$ cat src/core/acs_pkg.sv
// How it works
// RULE_01 - sixteen-bit add, subtract, shift, logic operations
// RULE_02 - arithmetic is two's complement by default
// RULE_03 - each operation touches only its flags
// RULE_04 - subtract: carry flags mean inverted borrow
// RULE_05 - nibble carry from bit 3 or 7
// RULE_06 - byte or word width per instruction
// RULE_07 - operand from working registers or memory
// RULE_08 - result goes to registers or memory
// RULE_09 - hardware multiplier plus sixteen-bit divisor divide
// RULE_10 - multiplier is 17 by 17, extended operands
// RULE_11 - signed, unsigned and mixed-sign register products
// RULE_12 - operand times unsigned five-bit literal
// RULE_13 - byte by byte unsigned product
// RULE_14 - priority level is upper bit over field
// RULE_15 - upper bit set maps levels 8 to 15
// RULE_16 - upper bit set above 7; software clears only
// RULE_17 - upper bit blocks all user interrupts
// RULE_18 - window enable maps program space into data
// RULE_19 - unimplemented bits ignore writes, read zero
// RULE_20 - carry from msb, negative msb, signed overflow
// RULE_21 - zero flag tracks result; repeat flag read-only
// RULE_22 - priority field locked while nesting disabled
package acs_pkg;

   // ************************************************
   // register map
   // ************************************************
   localparam logic [3:0]  FLAG_WORD_OFFSET  = 4'h0;
   localparam logic [3:0]  CORE_CTRL_OFFSET  = 4'h4;
   localparam logic [15:0] FLAG_WORD_RESET   = 16'h0000;
   localparam logic [15:0] CORE_CTRL_RESET   = 16'h0000;
   localparam logic [15:0] FLAG_IMPL_MASK    = 16'h01FF;
   localparam logic [15:0] FLAG_SW_MASK      = 16'h01EF;
   localparam logic [15:0] FLAG_PRIO_MASK    = 16'h00E0;
   localparam logic [15:0] FLAG_ARITH_MASK   = 16'h010F;
   localparam logic [15:0] FLAG_LOGIC_MASK   = 16'h000A;
   localparam logic [15:0] FLAG_SHIFT_MASK   = 16'h000B;
   localparam int          FLAG_C_BIT        = 0;
   localparam int          FLAG_Z_BIT        = 1;
   localparam int          FLAG_OV_BIT       = 2;
   localparam int          FLAG_N_BIT        = 3;
   localparam int          FLAG_RA_BIT       = 4;
   localparam int          FLAG_PRIO_LSB     = 5;
   localparam int          FLAG_DC_BIT       = 8;
   localparam int          CTRL_PSV_BIT      = 2;
   localparam int          CTRL_UPPER_BIT    = 3;
   localparam logic [4:0]  DIV_LAST_STEP     = 5'h0F;
   localparam logic [4:0]  DIV_COUNT_RESET   = 5'h00;

   // ************************************************
   // types
   // ************************************************
   typedef enum logic [3:0] {
      ACS_OP_ADD    = 4'h0,
      ACS_OP_SUB    = 4'h1,
      ACS_OP_AND    = 4'h2,
      ACS_OP_IOR    = 4'h3,
      ACS_OP_XOR    = 4'h4,
      ACS_OP_SHL    = 4'h5,
      ACS_OP_LSR    = 4'h6,
      ACS_OP_ASR    = 4'h7,
      ACS_OP_MUL_SS = 4'h8,
      ACS_OP_MUL_UU = 4'h9,
      ACS_OP_MUL_US = 4'hA,
      ACS_OP_MUL_SU = 4'hB,
      ACS_OP_MUL_SL = 4'hC,
      ACS_OP_MUL_UL = 4'hD,
      ACS_OP_MUL_BB = 4'hE,
      ACS_OP_DIV    = 4'hF
   } acs_opcode_t;

   typedef enum logic [0:0] {
      DIV_IDLE = 1'b0,
      DIV_RUN  = 1'b1
   } acs_div_state_t;

   typedef struct packed {
      acs_opcode_t opcode;
      logic        byteMode;
      logic        srcMem;
      logic        dstMem;
      logic [15:0] opA;
      logic [15:0] wregData;
      logic [15:0] memData;
      logic [4:0]  lit5;
   } acs_op_req_t;

endpackage : acs_pkg

$ cat src/core/acs_alu_core.sv
`timescale 1ns/10ps
`default_nettype none
module acs_alu_core (
   input  wire logic               clk,
   input  wire logic               resetn,
   input  wire logic               opValid,
   input  wire acs_pkg::acs_op_req_t opReq,
   input  wire logic               prioLoad,
   input  wire logic [3:0]         prioLevel,
   input  wire logic               repeatLoopBusy,
   input  wire logic               nestingDisable,
   input  wire logic               cyc_i,
   input  wire logic               stb_i,
   input  wire logic               we_i,
   input  wire logic [3:0]         adr_i,
   input  wire logic [3:0]         sel_i,
   input  wire logic [31:0]        dat_i,
   output logic                    ack_o,
   output logic [31:0]             dat_o,
   output logic                    aluBusy,
   output logic [31:0]             resultData,
   output logic                    resultWregWe,
   output logic                    resultMemWe,
   output logic [15:0]             aluFlagWord,
   output logic [3:0]              cpuPriorityLevel,
   output logic                    userIrqBlocked,
   output logic                    programSpaceWindowEnable
);

   // ************************************************
   // state
   // ************************************************
   logic [15:0]             flag_reg;
   logic [15:0]             flag_next;
   logic                    upper_reg;
   logic                    upper_next;
   logic                    psv_reg;
   logic                    ack_reg;
   logic [31:0]             rdat_reg;
   logic [31:0]             res_reg;
   logic                    wregWe_reg;
   logic                    memWe_reg;
   acs_pkg::acs_div_state_t divState_reg;
   logic [4:0]              divCnt_reg;
   logic [15:0]             divRem_reg;
   logic [15:0]             divQuo_reg;
   logic [15:0]             divSor_reg;
   logic                    divDst_reg;

   // ************************************************
   // operand path
   // ************************************************
   logic        opTake;
   logic        isSub;
   logic        cin;
   logic [15:0] a;
   logic [15:0] b;
   logic [15:0] bx;
   logic [4:0]  nibSum;
   logic [8:0]  loSum;
   logic [16:0] wSum;
   logic [7:0]  r8;
   logic [15:0] r16;
   logic [15:0] aluRes;
   logic [31:0] wideRes;
   logic        isWide;
   logic        carryOut;
   logic        nibCarry;
   logic        ovf;
   logic [15:0] aluMask;
   logic [15:0] aluFlags;
   logic [16:0] mulA;
   logic [16:0] mulB;
   logic [33:0] mulProd;
   logic [16:0] divShift;
   logic [17:0] divDiff;
   logic        divBorrow;

   assign opTake = opValid && !aluBusy;
   assign a      = opReq.opA;
   assign b      = opReq.srcMem ? opReq.memData : opReq.wregData; // RULE_07
   assign isSub  = (opReq.opcode == acs_pkg::ACS_OP_SUB);
   // subtract is add of the complement, so carries come out as inverted borrows
   assign bx     = isSub ? ~b : b; // RULE_04
   assign cin    = isSub;
   assign nibSum = {1'b0, a[3:0]} + {1'b0, bx[3:0]} + {4'h0, cin};
   assign loSum  = {1'b0, a[7:0]} + {1'b0, bx[7:0]} + {8'h00, cin};
   assign wSum   = {1'b0, a} + {1'b0, bx} + {16'h0000, cin}; // RULE_02

   // ************************************************
   // multiplier, 17 by 17 signed core
   // ************************************************
   always_comb
   begin
      mulA = {1'b0, a};
      mulB = {1'b0, b};
      case (opReq.opcode)
         acs_pkg::ACS_OP_MUL_SS:
         begin
            mulA = {a[15], a}; // RULE_10
            mulB = {b[15], b}; // RULE_11
         end
         acs_pkg::ACS_OP_MUL_US: mulB = {b[15], b}; // RULE_11
         acs_pkg::ACS_OP_MUL_SU: mulA = {a[15], a}; // RULE_11
         acs_pkg::ACS_OP_MUL_SL:
         begin
            mulA = {a[15], a};
            mulB = {12'h000, opReq.lit5}; // RULE_12
         end
         acs_pkg::ACS_OP_MUL_UL: mulB = {12'h000, opReq.lit5}; // RULE_12
         acs_pkg::ACS_OP_MUL_BB:
         begin
            mulA = {9'h000, a[7:0]}; // RULE_13
            mulB = {9'h000, b[7:0]};
         end
         default:
         begin
            mulA = {1'b0, a};
            mulB = {1'b0, b};
         end
      endcase
   end

   // one shared array serves every mode; extension picks the signedness
   assign mulProd = 34'($signed(mulA) * $signed(mulB)); // RULE_09

   // ************************************************
   // add, subtract, logic, shift
   // ************************************************
   always_comb
   begin
      r8       = 8'h00;
      r16      = 16'h0000;
      carryOut = 1'b0;
      nibCarry = 1'b0;
      ovf      = 1'b0;
      aluMask  = 16'h0000;
      isWide   = 1'b0;
      wideRes  = 32'h0000_0000;
      case (opReq.opcode)
         acs_pkg::ACS_OP_ADD, acs_pkg::ACS_OP_SUB:
         begin
            r8       = loSum[7:0];
            r16      = wSum[15:0];
            carryOut = opReq.byteMode ? loSum[8] : wSum[16]; // RULE_20
            nibCarry = opReq.byteMode ? nibSum[4] : loSum[8]; // RULE_05
            ovf      = opReq.byteMode ? ((a[7] == bx[7]) && (loSum[7] != a[7]))
                                      : ((a[15] == bx[15]) && (wSum[15] != a[15])); // RULE_20
            aluMask  = acs_pkg::FLAG_ARITH_MASK; // RULE_03
         end
         acs_pkg::ACS_OP_AND:
         begin
            r8      = a[7:0] & b[7:0];
            r16     = a & b;
            aluMask = acs_pkg::FLAG_LOGIC_MASK; // RULE_03
         end
         acs_pkg::ACS_OP_IOR:
         begin
            r8      = a[7:0] | b[7:0];
            r16     = a | b;
            aluMask = acs_pkg::FLAG_LOGIC_MASK;
         end
         acs_pkg::ACS_OP_XOR:
         begin
            r8      = a[7:0] ^ b[7:0];
            r16     = a ^ b;
            aluMask = acs_pkg::FLAG_LOGIC_MASK;
         end
         acs_pkg::ACS_OP_SHL:
         begin
            r8       = {a[6:0], 1'b0};
            r16      = {a[14:0], 1'b0};
            carryOut = opReq.byteMode ? a[7] : a[15];
            aluMask  = acs_pkg::FLAG_SHIFT_MASK;
         end
         acs_pkg::ACS_OP_LSR:
         begin
            r8       = {1'b0, a[7:1]};
            r16      = {1'b0, a[15:1]};
            carryOut = a[0];
            aluMask  = acs_pkg::FLAG_SHIFT_MASK;
         end
         acs_pkg::ACS_OP_ASR:
         begin
            r8       = {a[7], a[7:1]};
            r16      = {a[15], a[15:1]};
            carryOut = a[0];
            aluMask  = acs_pkg::FLAG_SHIFT_MASK;
         end
         acs_pkg::ACS_OP_DIV:
         begin
            isWide = 1'b1;
         end
         default:
         begin
            // products leave every flag alone
            isWide  = 1'b1;
            wideRes = mulProd[31:0];
         end
      endcase
   end

   // byte operations keep the upper half of the first operand
   assign aluRes = opReq.byteMode ? {a[15:8], r8} : r16; // RULE_06

   always_comb
   begin
      aluFlags                        = 16'h0000;
      aluFlags[acs_pkg::FLAG_C_BIT]   = carryOut;
      aluFlags[acs_pkg::FLAG_OV_BIT]  = ovf;
      aluFlags[acs_pkg::FLAG_DC_BIT]  = nibCarry;
      aluFlags[acs_pkg::FLAG_N_BIT]   = opReq.byteMode ? aluRes[7] : aluRes[15]; // RULE_20
      aluFlags[acs_pkg::FLAG_Z_BIT]   = opReq.byteMode ? (aluRes[7:0] == 8'h00)
                                                       : (aluRes == 16'h0000); // RULE_21
   end

   // ************************************************
   // divider, one quotient bit per cycle
   // ************************************************
   assign divShift  = {divRem_reg, divQuo_reg[15]};
   assign divDiff   = {1'b0, divShift} - {2'b00, divSor_reg};
   assign divBorrow = divDiff[17];

   always_ff @(posedge clk)
   begin
      if (!resetn)
      begin
         divState_reg <= acs_pkg::DIV_IDLE;
         divCnt_reg   <= acs_pkg::DIV_COUNT_RESET;
         divRem_reg   <= 16'h0000;
         divQuo_reg   <= 16'h0000;
         divSor_reg   <= 16'h0000;
         divDst_reg   <= 1'b0;
      end
      else
      begin
         case (divState_reg)
            acs_pkg::DIV_IDLE:
            begin
               if (opTake && (opReq.opcode == acs_pkg::ACS_OP_DIV)) // RULE_09
               begin
                  divState_reg <= acs_pkg::DIV_RUN;
                  divCnt_reg   <= acs_pkg::DIV_COUNT_RESET;
                  divRem_reg   <= 16'h0000;
                  divQuo_reg   <= a;
                  divSor_reg   <= b;
                  divDst_reg   <= opReq.dstMem;
               end
            end
            acs_pkg::DIV_RUN:
            begin
               divRem_reg <= divBorrow ? divShift[15:0] : divDiff[15:0];
               divQuo_reg <= {divQuo_reg[14:0], ~divBorrow};
               divCnt_reg <= divCnt_reg + 5'h01;
               if (divCnt_reg == acs_pkg::DIV_LAST_STEP)
               begin
                  divState_reg <= acs_pkg::DIV_IDLE;
               end
            end
            default: divState_reg <= acs_pkg::DIV_IDLE;
         endcase
      end
   end

   // ************************************************
   // result and write strobes
   // ************************************************
   always_ff @(posedge clk)
   begin
      if (!resetn)
      begin
         res_reg    <= 32'h0000_0000;
         wregWe_reg <= 1'b0;
         memWe_reg  <= 1'b0;
         aluBusy    <= 1'b0;
      end
      else
      begin
         wregWe_reg <= 1'b0;
         memWe_reg  <= 1'b0;
         if ((divState_reg == acs_pkg::DIV_RUN) && (divCnt_reg == acs_pkg::DIV_LAST_STEP))
         begin
            // remainder high, quotient low
            res_reg    <= {(divBorrow ? divShift[15:0] : divDiff[15:0]),
                           divQuo_reg[14:0], ~divBorrow};
            wregWe_reg <= !divDst_reg;
            memWe_reg  <= divDst_reg;
            aluBusy    <= 1'b0;
         end
         else if (opTake && (opReq.opcode == acs_pkg::ACS_OP_DIV))
         begin
            aluBusy <= 1'b1;
         end
         else if (opTake)
         begin
            res_reg    <= isWide ? wideRes : {16'h0000, aluRes}; // RULE_01
            wregWe_reg <= !opReq.dstMem; // RULE_08
            memWe_reg  <= opReq.dstMem; // RULE_08
         end
      end
   end

   // ************************************************
   // status and control words
   // ************************************************
   logic        flagWrite;
   logic        ctrlWrite;
   logic [15:0] laneMask;
   logic [15:0] swMask;
   logic [15:0] flagSw;
   logic [15:0] flagAlu;

   assign flagWrite = cyc_i && stb_i && we_i && ack_reg && (adr_i == acs_pkg::FLAG_WORD_OFFSET);
   assign ctrlWrite = cyc_i && stb_i && we_i && ack_reg && (adr_i == acs_pkg::CORE_CTRL_OFFSET);
   assign laneMask  = {{8{sel_i[1]}}, {8{sel_i[0]}}};

   always_comb
   begin
      swMask = acs_pkg::FLAG_SW_MASK & laneMask; // RULE_19
      if (nestingDisable)
      begin
         swMask = swMask & ~acs_pkg::FLAG_PRIO_MASK; // RULE_22
      end
      if (!flagWrite)
      begin
         swMask = 16'h0000;
      end
      flagSw  = (flag_reg & ~swMask) | (dat_i[15:0] & swMask);
      // a flag update from the datapath beats a software write in the same cycle
      flagAlu = opTake ? ((flagSw & ~aluMask) | (aluFlags & aluMask)) : flagSw; // RULE_03
      flag_next = flagAlu;
      if (prioLoad)
      begin
         flag_next[acs_pkg::FLAG_PRIO_LSB +: 3] = prioLevel[2:0]; // RULE_14
      end
      flag_next[acs_pkg::FLAG_RA_BIT] = repeatLoopBusy; // RULE_21
      flag_next = flag_next & acs_pkg::FLAG_IMPL_MASK; // RULE_19
   end

   always_comb
   begin
      upper_next = upper_reg;
      if (ctrlWrite && sel_i[0] && !dat_i[acs_pkg::CTRL_UPPER_BIT])
      begin
         upper_next = 1'b0; // RULE_16
      end
      if (prioLoad)
      begin
         upper_next = prioLevel[3]; // RULE_16
      end
   end

   always_ff @(posedge clk)
   begin
      if (!resetn)
      begin
         flag_reg  <= acs_pkg::FLAG_WORD_RESET;
         upper_reg <= acs_pkg::CORE_CTRL_RESET[acs_pkg::CTRL_UPPER_BIT];
         psv_reg   <= acs_pkg::CORE_CTRL_RESET[acs_pkg::CTRL_PSV_BIT];
      end
      else
      begin
         flag_reg  <= flag_next;
         upper_reg <= upper_next;
         if (ctrlWrite && sel_i[0])
         begin
            psv_reg <= dat_i[acs_pkg::CTRL_PSV_BIT]; // RULE_18
         end
      end
   end

   // ************************************************
   // wishbone slave, one wait state
   // ************************************************
   always_ff @(posedge clk)
   begin
      if (!resetn)
      begin
         ack_reg  <= 1'b0;
         rdat_reg <= 32'h0000_0000;
      end
      else
      begin
         ack_reg <= cyc_i && stb_i && !ack_reg;
         if (adr_i == acs_pkg::FLAG_WORD_OFFSET)
         begin
            rdat_reg <= {16'h0000, flag_reg};
         end
         else if (adr_i == acs_pkg::CORE_CTRL_OFFSET)
         begin
            rdat_reg <= {28'h000_0000, upper_reg, psv_reg, 2'b00}; // RULE_19
         end
         else
         begin
            rdat_reg <= 32'h0000_0000;
         end
      end
   end

   assign ack_o                    = ack_reg;
   assign dat_o                    = rdat_reg;
   assign resultData               = res_reg;
   assign resultWregWe             = wregWe_reg;
   assign resultMemWe              = memWe_reg;
   assign aluFlagWord              = flag_reg;
   assign cpuPriorityLevel         = {upper_reg, flag_reg[7:5]}; // RULE_15
   assign userIrqBlocked           = upper_reg; // RULE_17
   assign programSpaceWindowEnable = psv_reg; // RULE_18

   logic wordAdd;
   logic wordSub;
   assign wordAdd = opTake && (opReq.opcode == acs_pkg::ACS_OP_ADD) && !opReq.byteMode;
   assign wordSub = opTake && isSub && !opReq.byteMode;
endmodule : acs_alu_core
`default_nettype wire

$ cat config.mk
export PLATFORM = sky130hd
export DESIGN_NAME = acs_alu_core
export DESIGN_NICKNAME = d
export VERILOG_FILES = /design/src/core/acs_pkg.sv /design/src/core/acs_alu_core.sv
export SDC_FILE = /design/constraint.sdc
export NUM_CORES = 1
export LEC_CHECK = 0
export ABC_AREA = 1
export ABC_CLOCK_PERIOD_IN_PS = 8100
export BUFFER_PORTS_ARGS = -buffer_cell sky130_fd_sc_hd__buf_2
export CORE_MARGIN = 3
export CORE_UTILIZATION = 47
export DETAILED_ROUTE_END_ITERATION = 10
export PLACE_DENSITY = 0.75
export SLEW_MARGIN = 10
export SYNTH_ARGS = -nofsm -noshare
export SYNTH_HDL_FRONTEND = slang
export SYNTH_SLANG_ARGS = --single-unit
$ cat constraint.sdc
create_clock -name clk -period 8.1 [get_ports clk]
set_input_delay 1.62 -clock clk [delete_from_list [all_inputs] [get_ports clk]]
set_output_delay 1.62 -clock clk [all_outputs]
set_load 0.05 [all_outputs]
==> results of run 1 <==
layer usage:
metal	wire length (um)	global-route usage	vias to the layer above
met3	5530	0.0432	173
met4	3710	0.147	2
li1	-	-	8307
met5	11	0	-
met1	24200	0.374	8565
met2	28700	0.483	831
Yosys cell counts (all sizes together), types with 2 or more instances:
cell / number / share of area
a211oi: 5 / 0.0023
a31oi: 36 / 0.012
nand3b: 5 / 0.0020
a21oi: 127 / 0.034
nand2: 479 / 0.096
nand3: 118 / 0.032
nor2: 291 / 0.060
o22ai: 14 / 0.0046
a21boi: 12 / 0.0048
buf: 60 / 0.022
xor2: 31 / 0.014
nand4: 7 / 0.0023
o211ai: 10 / 0.0040
clkinv: 5 / 0.00099
o221ai: 14 / 0.0065
ha: 148 / 0.098
inv: 550 / 0.11
o21a: 4 / 0.0016
o21ai: 101 / 0.028
or2: 45 / 0.015
nor3: 14 / 0.0037
a311oi: 2 / 0.00093
xnor2: 12 / 0.0056
fa: 284 / 0.30
o2bb2ai: 3 / 0.0014
dfxtp: 111 / 0.12
a21o: 5 / 0.0020
clkbuf: 54 / 0.011
nor4: 2 / 0.00066
o21bai: 7 / 0.0030
layout make-up:
cell class | count | share of cell area
flip-flops and latches | 111 | 0.103
multi-input cells | 1815 | 0.653
clock inverters | 7 | 0.00370
diodes | 1 | 0.000116
repair buffers | 334 | 0.104
inverters | 555 | 0.0964
clock buffers | 9 | 0.0104
well taps | 518 | 0.0299
stage by stage:
stage | utilization | worst slack (ns)
finish | 0.552 | 0.219
global route | 0.552 | 0.00280
detailed placement | 0.542 | -0.145
floorplan | - | 0.346
CTS | 0.550 | 0.212
global placement | 0.542 | -0.0674
what timing repair did:
item	in CTS	in global routing
setup buffers	0	4
endpoints found under the hold margin	0	0
gates resized for setup	0	27
setup endpoints to repair	0	13
how the worst min path moves through the flow:
stage,to,depth (start not counted)
detailed placement,dat_o[4],2
global placement,ack_o,1
global route,dat_o[4],2
floorplan,dat_o[4],2
finish,dat_o[4],2
CTS,dat_o[4],2
cell families (layout without fill, tap and decap cells):
| group | after synthesis | count (layout) | synth area share |
|---|---|---|---|
| AOI/OAI and AO/OA | 346 | 346 | 0.107 |
| and+or+nand+nor | 964 | 964 | 0.213 |
| xor gates and xnor gates | 43 | 43 | 0.0199 |
| adders and majority gates | 432 | 432 | 0.399 |
| DFF | 111 | 111 | 0.118 |
| other | 1 | 31 | 0.000198 |
| buffers and inverters | 669 | 905 | 0.143 |
tightest hold or removal path, stage by stage (launching register included):
cell and delay, ns:
dfxtp_1 0.31, inv_1 0.04, nor2_1 0.03
power groups by stage:
stage | Sequential [mW] | Combinational (mW) | Clock [mW]
floorplan | 0.762 | 5.46 | 0
global placement | 0.636 | 9.76 | 0
detailed placement | 0.638 | 9.93 | 0
CTS | 0.626 | 10.0 | 0.469
global route | 0.631 | 11.3 | 0.488
finish | 0.627 | 10.1 | 0.462
==> results.py, run 1 <==
metrics = {
    "clocking": {
        "cts_tree": "built",
        "clock_sinks": 111,
        "cts.path.max_buffers": 2,
        "clkTransAtPathRegs_ns": 0.08,
        "worstSkewPairLatency_ns": 0.36,
        "cts_max_level": 3,
        "postCtsHoldBufs": 0,
        "cts_root_buffer": "clkbuf_16",
        "cts-buffers-inserted": 9,
    },
    "critical_path": {
        "rrSetupSlack_ns": 4.12,
        "critPathKind": "in2reg",
        "worstSetupStartpointType": "input pin",
        "crit_fanout": 16,
        "cp.depth": 31,
        "cp.arrival_ns": 8.14,
        "r2r-end": "resultData[0]",
        "startpoint": "opReq[54]",
        "worst-path-buf-inv": 10,
        "end_kind": "flip-flop",
        "cp_common_cell": "inv_1",
        "slowest_stage": "fa_1",
        "rr_worst_depth": 12,
        "r2r_start": "divCnt_reg[0]",
        "critPathTopFamily": "adder cells",
        "endpoint": "resultData[28]",
        "critPathRequiredTime_ns": 8.36,
        "cp_slowest_stage_delay_ns": 0.56,
    },
    "synthesis": {
        "syn_inst": 2566,
        "ys_ff_latch": 111,
        "synthArstFlopShare": 0,
        "avgSynthCellArea_um2": 7.36,
        "ys.flop_type": "dfxtp_1",
        "synthesis.area_um2": 18900,
        "yosysSeqAreaShare": 0.118,
        "yosysWarnings": 0,
        "synth_edf_count": 0,
        "ys_types": 56,
    },
    "routing": {
        "drt-wirelength-per-cell_um": 18.5,
        "viasPerCell": 5.34,
        "drt_iter0_drc": 1378,
        "routed_wl_um": 62100,
        "ant_nets": 0,
        "drtPass1Iterations": 6,
        "drc": 0,
        "via_count": 17900,
    },
    "power": {
        "p_comb_frac": 0.903,
        "clockPowerShare": 0.041,
        "switchingPower_mw": 5.84,
        "total_power_mw": 11.2,
        "swShare": 0.523,
        "p_leak_nw": 11.4,
        "pwr_density_cell_nw_per_um2": 516,
        "p_seq_frac": 0.056,
        "ir_worst_vdd_uv": 785,
        "p_int_mw": 5.34,
    },
    "sta": {
        "min_period_ns": 7.88,
        "holdWs_ns": 0.428,
        "max_freq_mhz": 127,
        "finalCritPeriodShare": 0.973,
        "fin_tns_setup_ns": 0,
        "rsz0062_at_grt": "no",
        "slew_viol_final": 0,
        "worst_clock_skew_ns": 0.0149,
        "worstMarginPinSlew_ns": 1.29,
        "setup_viol": 0,
        "hold_viol": 0,
        "slew_headroom": 0.140,
    },
    "die": {
        "die_w_um": 206,
        "initial_core_util": 0.482,
        "die_area_um2": 42600,
        "pin_count": 203,
        "die_h_um": 206,
        "rows": 72,
        "core_area_um2": 39200,
    },
    "flow_run": {
        "cap_violations": 0,
    },
    "final_layout": {
        "layout-drive-gt1-share": 0.156,
        "area_growth_pct": 14.6,
        "largest_register_ffs": 32,
        "multiInputGateArea_um2": 14100,
        "final_cell_mix": "539 x inv_1, 468 x nand2_1, 284 x fa_1",
        "finalNonFillerCells": 3350,
        "layout_commonest_cell": "inv_1",
        "seq_area_um2": 2220,
        "design_area_um2": 21600,
        "nets": 3371,
        "fillCellCount": 3709,
    },
    "placement": {
        "place_inst": 3329,
        "dp_hpwl_um": 51700,
        "gp_congestion": 0.957,
        "portBuffers": 146,
        "place_area_um2": 21300,
    },
    "global_route": {
        "grt_remaining_overflow": 0,
        "grt.total_usage": 0.292,
        "antenna_found_initial": 1,
        "grt_max_degree": 48,
        "first_global_vias": 17700,
        "grt_pass1_wl_um": 95800,
    },
    "status": {
        "status": "finished clean",
    },
    "worst_hold_path": {
        "hold_path.class": "reg2reg",
        "min_from": "aluFlagWord[4]",
    },
}
(Power assumes the default switching activity.)
==> run 2, diff against run 1 <==
--- a/config.mk
+++ b/config.mk
@@ -6,12 +6,13 @@
 export NUM_CORES = 1
 export LEC_CHECK = 0
 export ABC_AREA = 1
-export ABC_CLOCK_PERIOD_IN_PS = 8100
+export ABC_CLOCK_PERIOD_IN_PS = 8700
 export BUFFER_PORTS_ARGS = -buffer_cell sky130_fd_sc_hd__buf_2
 export CORE_MARGIN = 3
 export CORE_UTILIZATION = 47
+export CTS_CLUSTER_SIZE = 8
 export DETAILED_ROUTE_END_ITERATION = 10
-export PLACE_DENSITY = 0.75
+export PLACE_DENSITY = 0.72
 export SLEW_MARGIN = 10
 export SYNTH_ARGS = -nofsm -noshare
 export SYNTH_HDL_FRONTEND = slang
==> constraint.sdc (replaced) <==
create_clock -name clk -period 8.7 [get_ports clk]
set_input_delay 1.74 -clock clk [delete_from_list [all_inputs] [get_ports clk]]
set_output_delay 1.74 -clock clk [all_outputs]
set_load 0.05 [all_outputs]
==> run 2 against run 1 <==
Global-route usage shrank 0.56 points. Largest cell class unchanged. Final cell count shrank 2.7%. Non-clock buffer count down 90. Critical path type unchanged. Clock-buffer cell count unchanged. Routed wire length shrank 2.4%. Sequential power fell by 7.3%. Power fell by 23%.
==> results.py, run 2 (synthesized netlist as in run 1, its figures left out) <==
metrics = {
    "status": {
        "status": "finished clean",
    },
    "routing": {
        "drc": 0,
        "ant_nets": 0,
        "routed_wl_um": 60600,
        "drtPass1Iterations": 6,
        "drt_iter0_drc": 1460,
        "via_count": 17600,
        "drt-wirelength-per-cell_um": 18.6,
        "viasPerCell": 5.39,
    },
    "clocking": {
        "postCtsHoldBufs": 0,
        "cts-buffers-inserted": 9,
        "cts_tree": "built",
        "cts.path.max_buffers": 2,
        "clkTransAtPathRegs_ns": 0.08,
        "cts_max_level": 3,
        "cts_resized": 0,
        "cts_root_buffer": "clkbuf_16",
        "post-cts-setup-buffers": 0,
        "worstSkewPairLatency_ns": 0.35,
        "clock_sinks": 111,
    },
    "global_route": {
        "global_route.usage.met3": 0.0391,
        "grt_use_met1": 0.361,
        "grt_pass1_wl_um": 94300,
        "grt_max_degree": 59,
        "use_met2": 0.483,
        "grt_remaining_overflow": 0,
        "first_global_vias": 17500,
        "grt.total_usage": 0.287,
        "top_usage_layer": "met2",
        "antenna_found_initial": 0,
    },
    "critical_path": {
        "critPathRequiredTime_ns": 8.95,
        "startpoint": "opReq[54]",
        "crit_fanout": 16,
        "cp_slowest_stage_delay_ns": 0.60,
        "end_kind": "flip-flop",
        "slowest_stage": "fa_1",
        "cp_common_cell": "fa_1",
        "r2r_start": "divCnt_reg[0]",
        "critPathKind": "in2reg",
        "worst-path-buf-inv": 7,
        "cp.arrival_ns": 8.45,
        "critPathTopFamily": "adder cells",
        "worstSetupStartpointType": "input pin",
    },
    "sta": {
        "fin_tns_setup_ns": 0,
        "min_period_ns": 8.21,
        "slew_viol_final": 0,
        "max_freq_mhz": 122,
        "hold_viol": 0,
        "rsz0062_at_grt": "no",
        "finalCritPeriodShare": 0.943,
        "worstMarginPinSlew_ns": 1.14,
        "worst_clock_skew_ns": 0.0101,
        "setup_viol": 0,
        "slew_headroom": 0.240,
    },
    "placement": {
        "dp_hpwl_um": 50300,
        "portBuffers": 146,
        "place_inst": 3243,
        "gp_congestion": 1.00,
    },
    "final_layout": {
        "layout-drive-gt1-share": 0.123,
        "diodes": 0,
        "largest_register_ffs": 32,
        "fillCellCount": 3771,
        "layout_commonest_cell": "inv_1",
        "nets": 3281,
        "finalNonFillerCells": 3258,
        "final_cell_mix": "540 x inv_1, 469 x nand2_1, 284 x fa_1",
        "area_growth_pct": 10.1,
    },
    "die": {
        "die_h_um": 206,
        "rows": 72,
        "die_area_um2": 42600,
        "core_area_um2": 39200,
        "pin_count": 203,
        "initial_core_util": 0.482,
        "die_w_um": 206,
    },
    "power": {
        "p_leak_nw": 10.9,
        "pwr_density_cell_nw_per_um2": 416,
        "ir_worst_vdd_uv": 613,
    },
    "flow_run": {
        "cap_violations": 0,
    },
    "worst_hold_path": {
        "min_from": "ack_o",
        "hold_path.class": "reg2reg",
    },
}
[run 2: where the power goes]
group	switching [mW]	leakage [nW]	internal (mW)
Sequential	0.0257	0.903	0.555
Combinational	4.81	9.89	2.86
Clock	0.204	0.130	0.198
[run 2: routing by layer]
metal,wire length [um],vias to the layer above,part of all wire
met5,0,-,0
met4,3800,0,0.063
met3,4700,168,0.078
met2,28200,733,0.47
met1,23900,8521,0.39
li1,-,8132,-
[run 2: final timing paths]
| kind | depth (start not counted) | end | slack [ns] |
|---|---|---|---|
| worst max-delay path | 28 | resultData[28] | 0.49 |
| worst min-delay path | 1 | ack_o | 0.43 |
| worst max register to register | 12 | resultData[0] | 4.77 |
| worst min register to register | 1 | ack_o | 0.43 |
[run 2: worst reg2reg max path, delay by kind of cell, from the launching register on]
| kind | cells | cell delay, ns |
|---|---|---|
| compound gates | 3 | 0.44 |
| fa+ha+maj | 2 | 0.38 |
| buf+inv | 3 | 1.04 |
| flops | 1 | 0.34 |
| simple gates | 4 | 1.62 |
[run 2: final cells by class]
cell class	count	area [um^2]	share of cell area
clock buffers	9	225	0.0108
clock inverters	6	52.6	0.00253
inverters	555	2080	0.100
multi-input cells	1815	14100	0.677
flip-flops and latches	111	2220	0.107
well taps	518	648	0.0312
repair buffers	244	1480	0.0711
[run 2: stage by stage]
step / area (um^2) / hold slack, ns / utilization / setup slack, ns / total power, mW
4_1_cts: 20800 / 0.435 / 0.531 / 0.409 / 8.65
3_5_place_dp: 20500 / 0.422 / 0.524 / 0.0812 / 8.19
5_1_grt: 20800 / 0.447 / 0.531 / 0.0500 / 9.71
2_1_floorplan: 19000 / 0.409 / - / 0.826 / 5.79
6_report: 20800 / 0.431 / 0.531 / 0.492 / 8.66
3_3_place_gp: 20500 / 0.415 / 0.524 / 0.127 / 8.06
